--- config.mk ---
export PLATFORM = sky130hd
export DESIGN_NAME = mcct_timer
export DESIGN_NICKNAME = d
export VERILOG_FILES = /design/src/design/mcct_pkg.sv /design/src/design/mcct_sync.sv /design/src/design/mcct_timer.sv
export VERILOG_INCLUDE_DIRS = /design/src /design/src/design
export SDC_FILE = /design/constraint.sdc
export NUM_CORES = 1
export LEC_CHECK = 0
export BUFFER_PORTS_ARGS = -buffer_cell sky130_fd_sc_hd__buf_2
export CAP_MARGIN = 10
export CORE_ASPECT_RATIO = 1.1
export CORE_MARGIN = 5
export CORE_UTILIZATION = 55
export CTS_CLUSTER_SIZE = 16
export DETAILED_ROUTE_END_ITERATION = 6
export PLACE_DENSITY = 0.94
export SYNTH_ARGS = -nofsm -noshare
export SYNTH_HDL_FRONTEND = slang
export SYNTH_HIERARCHICAL = 1
export SYNTH_SLANG_ARGS = --single-unit
--- constraint.sdc ---
create_clock -name ref_clk -period 5.2 [get_ports ref_clk]
set_input_delay 0.52 -clock ref_clk [delete_from_list [all_inputs] [get_ports ref_clk]]
set_output_delay 0.52 -clock ref_clk [all_outputs]
set_load 0.05 [all_outputs]
--- src/design/mcct_cfg.svh ---
/*
  constants for the match/capture counter timer: widths, field codes,
  reset values. assumes inclusion by bare name from design files.
*/
`ifndef MCCT_CFG_SVH
`define MCCT_CFG_SVH

`define MCCT_WIDE_W 32
`define MCCT_NARROW_W 16
`define MCCT_NUM_MATCH 4
`define MCCT_EXT_NOTHING 2'h0
`define MCCT_EXT_LOW 2'h1
`define MCCT_EXT_HIGH 2'h2
`define MCCT_EXT_TOGGLE 2'h3
`define MCCT_EDGE_RISE 2'h1
`define MCCT_EDGE_FALL 2'h2
`define MCCT_SYNC_FILL 2'h3
`define MCCT_ZERO_32 32'h0000_0000
`define MCCT_ONE_32 32'h0000_0001

`endif

--- src/design/mcct_pkg.sv ---
/*
  types for the match/capture counter timer.
  assumes nothing beyond a systemverilog compiler.
*/
package mcct_pkg;
  // counting source
  typedef enum logic {
    MCCT_MODE_TIMER = 1'b0,
    MCCT_MODE_COUNTER = 1'b1
  } mcct_mode_type;
endpackage

--- src/design/mcct_sync.sv ---
/*
  three-flop input synchroniser with agreement-based change detection.
  assumes the input is asynchronous to ref_clk.
*/
`timescale 1ns/1ps
`default_nettype none
`include "mcct_cfg.svh"
module mcct_sync (
  // clock and reset
  input wire logic ref_clk,
  input wire logic sys_rst,
  // pin side
  input wire logic pinIn,
  // synchronised level and edges
  output logic level,
  output logic rise,
  output logic fall
);
  logic [2:0] stage;
  logic [2:0] next_stage;
  logic next_level;
  logic [1:0] fill;
  logic [1:0] next_fill;
  logic armed;

  // shift chain; level moves only when stages two and three agree
  // while the chain fills after reset, level preloads with no edge,
  // so a pin idling high does not report a false rise
  always_comb begin
    next_stage = {stage[1:0], pinIn};
    armed = (fill == `MCCT_SYNC_FILL);
    next_fill = armed ? fill : fill + 2'h1;
    if (armed) begin
      next_level = (stage[2] == stage[1]) ? stage[2] : level;
    end else begin
      next_level = stage[1];
    end
  end

  always_ff @(posedge ref_clk or posedge sys_rst) begin
    if (sys_rst) begin
      stage <= 3'h0;
      level <= 1'b0;
      fill <= 2'h0;
    end else begin
      stage <= next_stage;
      level <= next_level;
      fill <= next_fill;
    end
  end

  assign rise = armed & next_level & ~level;
  assign fall = armed & ~next_level & level;
endmodule
`default_nettype wire

--- src/design/mcct_timer.sv ---
/*
  one counter/timer instance: prescaler, counter, four match channels,
  one capture channel, interrupt flags and adc trigger pulses.
  assumes control ports are steady from ref_clk logic; the event and
  capture inputs are pins and are synchronised here. four instances of
  this module (two at 32 bits, two at 16 bits) make up the full set.
*/
`timescale 1ns/1ps
`default_nettype none
`include "mcct_cfg.svh"
// Summary of operation
// - two wide, two narrow instances, same logic
// - timer mode counts prescaled system clock cycles
// - prescaler width equals counter width
// - counter mode counts external input transitions
// - four match registers compared against counter
// - match may interrupt while counter keeps running
// - match may stop counting, optional interrupt
// - match may reset counter, optional interrupt
// - four external outputs, one per match
// - output low, high, toggle or unchanged
// - capture copies counter on input transition
// - capture raises interrupt when enabled
// - designated capture edge clears counter and prescaler
// - match and capture events trigger adc
module mcct_timer
  import mcct_pkg::*;
#(
  parameter int WIDTH = `MCCT_WIDE_W
) (
  // clock and reset
  input wire logic ref_clk,
  input wire logic sys_rst,
  // run control and counting source
  input wire logic runEnable,
  input wire mcct_mode_type countMode,
  input wire logic [1:0] countEdge,
  input wire logic [WIDTH-1:0] prescaleLimit,
  // match configuration, packed per channel
  input wire logic [4*WIDTH-1:0] matchValue,
  input wire logic [3:0] matchIrqEnable,
  input wire logic [3:0] matchStop,
  input wire logic [3:0] matchReset,
  input wire logic [7:0] extAction,
  input wire logic [3:0] pwmEnable,
  // capture configuration
  input wire logic [1:0] captureEdge,
  input wire logic captureIrqEnable,
  input wire logic [1:0] clearEdge,
  // flag clear, one bit per match then capture
  input wire logic [4:0] flagClear,
  // pins
  input wire logic eventPin,
  input wire logic capturePin,
  // observed state
  output logic [WIDTH-1:0] count,
  output logic [WIDTH-1:0] prescaleCount,
  output logic [WIDTH-1:0] captureValue,
  output logic running,
  output logic [3:0] matchOut,
  output logic [4:0] flags,
  output logic irq,
  output logic [3:0] adcMatchTrig,
  output logic adcCaptureTrig
);
  // synchronised pin edges
  logic evRise;
  logic evFall;
  logic capRise;
  logic capFall;
  // next values of the registered state
  logic [WIDTH-1:0] next_count, next_prescaleCount, next_captureValue;
  logic next_running;
  logic next_halted;
  logic next_irq;
  logic next_adcCaptureTrig;
  logic [3:0] next_matchOut;
  logic [3:0] next_adcMatchTrig;
  logic [4:0] next_flags;
  // per-cycle decode
  logic [3:0] hit;
  logic [4:0] event5;
  logic tick;
  logic capEvent;
  logic clrEvent;
  logic restart;
  logic stopHit;
  // set by a stop match, cleared by lowering runEnable or by sys_rst
  logic halted;

  // edge selection used by counting, capture and clear
  function automatic logic edgeSel(input logic [1:0] sel,
                                   input logic r, input logic f);
    edgeSel = (sel[0] & r) | (sel[1] & f);
  endfunction

  // pin synchronisers
  mcct_sync evSync (
    .ref_clk(ref_clk),
    .sys_rst(sys_rst),
    .pinIn(eventPin),
    .level(),
    .rise(evRise),
    .fall(evFall)
  );

  mcct_sync capSync (
    .ref_clk(ref_clk),
    .sys_rst(sys_rst),
    .pinIn(capturePin),
    .level(),
    .rise(capRise),
    .fall(capFall)
  );

  // match comparison per channel
  genvar gi;
  generate
    for (gi = 0; gi < `MCCT_NUM_MATCH; gi++) begin : gMatch
      assign hit[gi] = running &&
        (count == matchValue[gi*WIDTH +: WIDTH]);
    end
  endgenerate

  // counter, prescaler, capture and match output next state
  always_comb begin
    next_prescaleCount = prescaleCount;
    next_count = count;
    stopHit = |(hit & matchStop);
    // without the halt latch a held runEnable would restart at once
    next_halted = runEnable & (halted | stopHit);
    next_running = runEnable & ~stopHit & ~halted;
    next_captureValue = captureValue;
    next_matchOut = matchOut;
    tick = 1'b0;
    restart = 1'b0;
    capEvent = edgeSel(captureEdge, capRise, capFall);
    clrEvent = edgeSel(clearEdge, capRise, capFall);
    if (running) begin
      if (countMode == MCCT_MODE_COUNTER) begin
        tick = edgeSel(countEdge, evRise, evFall);
      end else if (prescaleCount >= prescaleLimit) begin
        next_prescaleCount = WIDTH'(`MCCT_ZERO_32);
        tick = 1'b1;
      end else begin
        next_prescaleCount = prescaleCount + WIDTH'(`MCCT_ONE_32);
      end
    end
    if (stopHit) begin
      next_running = 1'b0;
    end else if (|(hit & matchReset)) begin
      if (tick) begin
        next_count = WIDTH'(`MCCT_ZERO_32);
        restart = 1'b1;
      end
    end else if (tick) begin
      next_count = count + WIDTH'(`MCCT_ONE_32);
      restart = (next_count == WIDTH'(`MCCT_ZERO_32));
    end
    if (clrEvent) begin
      next_count = WIDTH'(`MCCT_ZERO_32);
      next_prescaleCount = WIDTH'(`MCCT_ZERO_32);
      restart = 1'b1;
    end
    if (capEvent) begin
      next_captureValue = count;
    end
    for (int i = 0; i < `MCCT_NUM_MATCH; i++) begin
      if (pwmEnable[i]) begin
        if (hit[i]) begin
          next_matchOut[i] = 1'b0;
        end else if (restart) begin
          next_matchOut[i] = 1'b1;
        end
      end else if (hit[i] && tick) begin
        unique case (extAction[2*i +: 2])
          `MCCT_EXT_LOW: next_matchOut[i] = 1'b0;
          `MCCT_EXT_HIGH: next_matchOut[i] = 1'b1;
          `MCCT_EXT_TOGGLE: next_matchOut[i] = ~matchOut[i];
          `MCCT_EXT_NOTHING: next_matchOut[i] = matchOut[i];
        endcase
      end
    end
  end

  // flags: set wins over software clear, request while enabled flag set
  always_comb begin
    event5 = {capEvent, hit}; // every hit sets its flag
    next_flags = (flags & ~flagClear) | event5;
    next_irq = |(next_flags & {captureIrqEnable, matchIrqEnable});
    next_adcMatchTrig = hit;
    next_adcCaptureTrig = capEvent;
  end

  // state registers
  always_ff @(posedge ref_clk or posedge sys_rst) begin
    if (sys_rst) begin
      count <= WIDTH'(`MCCT_ZERO_32);
      prescaleCount <= WIDTH'(`MCCT_ZERO_32);
      captureValue <= WIDTH'(`MCCT_ZERO_32);
      running <= 1'b0;
      halted <= 1'b0;
      matchOut <= 4'h0;
      flags <= 5'h00;
      irq <= 1'b0;
      adcMatchTrig <= 4'h0;
      adcCaptureTrig <= 1'b0;
    end else begin
      count <= next_count;
      prescaleCount <= next_prescaleCount;
      captureValue <= next_captureValue;
      running <= next_running;
      halted <= next_halted;
      matchOut <= next_matchOut;
      flags <= next_flags;
      irq <= next_irq;
      adcMatchTrig <= next_adcMatchTrig;
      adcCaptureTrig <= next_adcCaptureTrig;
    end
  end
endmodule
`default_nettype wire

==> summary.txt <==
RSZ-0062 raised after global routing: false
die height: 144 um
R2R cell count: 8
sequential share of the synthesized area: 34.9%
crit path launch: count[10]
reg2reg end: count[29]
main flop type after synthesis: dfrtp_1
Via density: 6.51
Worst Path Required: 5.51 ns
flops & latches, synth: 125
VDD IR max: 0.000216 V
syn_area_per_cell: 9.09 um^2
Power per Cell Area: 258 mW/mm^2
r2r setup slk: 1.22 ns
Post-route DRC: 3
die area: 0.0190 mm^2
Tcrit/Tclk final: 76.5%
static leakage: 5.48 nW
Worst EP arrival: 4.28 ns
layout overhead on the synthesized area: 22.2%
status: finished, violations left
multi-input logic area: 0.00523 mm^2
Sequential Power Share: 39.7%
number of global-route vias before repair: 9209
Detailed Routing Iterations Pass 1: 7
Pwr Total: 2.82 mW
EDFF count, synth: 0
min Tclk post-route: 3.98 ns
setup ws final: 1.22 ns
Chip Width: 132 um
total track usage: 33.5%
Slew @ Worst Pin: 1.17 ns
worst skew pair latency: 0.43 ns
area occupied by registers: 0.00313 mm^2
f_max: 251 MHz
Logic pwr share: 22.0%
Clk pwr share: 38.3%
Worst Setup End Kind: register
routed via count: 9603
Num CTS Buffers: 17
post_cts resized: 0
Post-Syn Area: 0.00896 mm^2
largest net degree at the start of global routing: 62
Core Rows: 49
I/O Pins: 314
Final Skew: 0.0126 ns
wire length per cell: 22.8 um
Hold Violations, Final: 0
Critical R2R Launch: count[10]
synthesized instance count: 986
dpl hpwl: 24400 um
switching part of the total power: 32.9%
global-route wire length before repair: 50200 um
GRT Residual Overflow: 0
WL met1: 11900 um
core area: 0.0162 mm^2
setup bufs post-CTS: 0
Net Sw Power: 0.931 mW
most frequent cells in the layout: 313 x buf_2, 125 x dfrtp_1, 76 x nand2_1, 70 x xnor2_1, 68 x xor2_1
HP Class: input pin to async pin
Async SR Flop Fraction: 100%
Starting DRT DRC Count: 1480
Worst-path clk slew: 0.06 ns
IO Port Bufs: 313
post-synth cell types: 67
slew margin rel.: 21.8%
max_cap viols: 0
Setup Crit Path Kind: register to register
routed wl met3: 4100 um
CTS tree: done
pre-CTS setup slack: 1.53 ns
warnings from Yosys: 6
share of cells above drive strength 1: 31.3%
Final Net Count: 1492
Int Pwr: 1.89 mW
fill count: 1202
Min Hold Slack: 0.0422 ns
overall routed net length: 33600 um
starting density of the core: 55.4%
Final Setup Violations: 0
Synth Net Count: 1224
cts hold-fix bufs: 0
CTS Sinks: 125
post-route ant nets: 0
initial antenna violation count: 3
critical path startpoint category: register
root buf cell: clkbuf_16
met2 WL: 15400 um
crit-path max FO: 26
Max Root-Sink Buffers: 2
Highest Signal Layer: met4
final core occ: 67.7%
commonest non-fill, non-tap cell in the layout: buf_2
pins over their slew limit: 0
GP Congestion: 1.04
H-tree depth: 4
Fin Setup TNS: 0 ns
failing checks: DRC
-- cell type report --
class                   count  share of cell area [%]
multi-input cells         740                    47.7
flip-flops and latches    125                    28.6
well taps                 204                    2.33
clock inverters             7                   0.343
inverters                  52                    1.80
clock buffers              25                    4.52
diodes                      3                  0.0685
repair buffers            318                    14.6
-- per-layer routing --
layer  track usage [%]  up-vias
li1                  -     4109
met1              40.0     4466
met2              53.4      840
met3              9.73      188
met4              21.1        0
met5                 0        -
-- worst max-delay path, cell delays in order, from the launching register on --
cell	delay (ns)
dfrtp_1	0.96
xor2_1	0.15
nor4_1	0.53
nand3_1	0.23
nor3_4	0.44
nand2_2	0.14
nand3_1	0.89
o22ai_1	0.23
a22o_1	0.30
-- registers in the layout, summed over array words and instances, names as in the netlist --
signal and count:
running 1, flags 5, count 32, irq 1
evSync/level 1, halted 1, adcCaptureTrig 1, matchOut 4
evSync/stage 3, capSync/fill 2, prescaleCount 32, evSync/fill 2
captureValue 32, capSync/level 1, adcMatchTrig 4, capSync/stage 3
-- power groups by stage --
stage	registers, mW	clock network, mW	logic, mW
3_3_place_gp	1.13	0	0.592
3_5_place_dp	1.13	0	0.607
2_1_floorplan	1.23	0	0.280
4_1_cts	1.12	1.08	0.614
5_1_grt	1.13	1.13	0.659
6_report	1.12	1.08	0.620
-- worst max path at each step --
stage | to | slack (ns) | depth (start not counted)
CTS | count[29] | 1.47 | 8
floorplan | adcCaptureTrig | 1.69 | 1
detailed placement | count[24] | 1.53 | 8
finish | count[29] | 1.22 | 8
global route | count[18] | 1.12 | 8
global placement | count[22] | 1.65 | 8
-- cell families (layout without fill, tap and decap cells) --
kind of cell / count (synthesis) / count (layout) / synth area share (%)
other cells: 0 / 3 / 0
mux: 33 / 33 / 4.10
xor+xnor: 138 / 138 / 13.5
buf+inv: 121 / 402 / 6.80
compound gates: 213 / 213 / 16.4
fa+ha+maj: 36 / 36 / 5.03
flops: 125 / 125 / 34.9
simple gates: 320 / 320 / 19.3
-- Yosys cell counts, types with 3 or more instances --
master       n  area (um^2)
and3_1      19          119
a22o_1      17          149
a31oi_1      7         43.8
ha_1        36          450
buf_2       25          125
buf_4        7         52.6
and4_1      10         87.6
clkbuf_1    22         82.6
nand2b_1     3         18.8
nand3_1     43          215
o2bb2ai_1    5         43.8
o22ai_1     24          150
a41o_1       4         40.0
and2_1       7         43.8
a311oi_1     3         26.3
o31a_1       5         43.8
inv_1       52          195
a21oi_1     17         85.1
a22oi_1     10         75.1
mux2i_1      3         30.0
o21ai_0     59          295
nor3_1      30          150
or2_2        3         18.8
nor4_1      24          150
mux2_2      30          338
o211ai_1     3         22.5
o31ai_1     18          135
nand4_1     39          244
a21o_1      13         97.6
xnor2_1     70          613
nor2b_1     18          113
xor2_1      68          596
nor2_1      34          128
o32ai_1      3         26.3
buf_6       13          146
dfrtp_1    125         3130
nand2_1     76          285
-- through the flow --
stage               instance area [um^2]  std cells
detailed placement                 10400       1439
global placement                   10400       1439
global route                       11000       1474
floorplan                           8960        986
CTS                                10900       1471
finish                             11000       1474
Note: power is estimated with default switching activity, not from simulation.
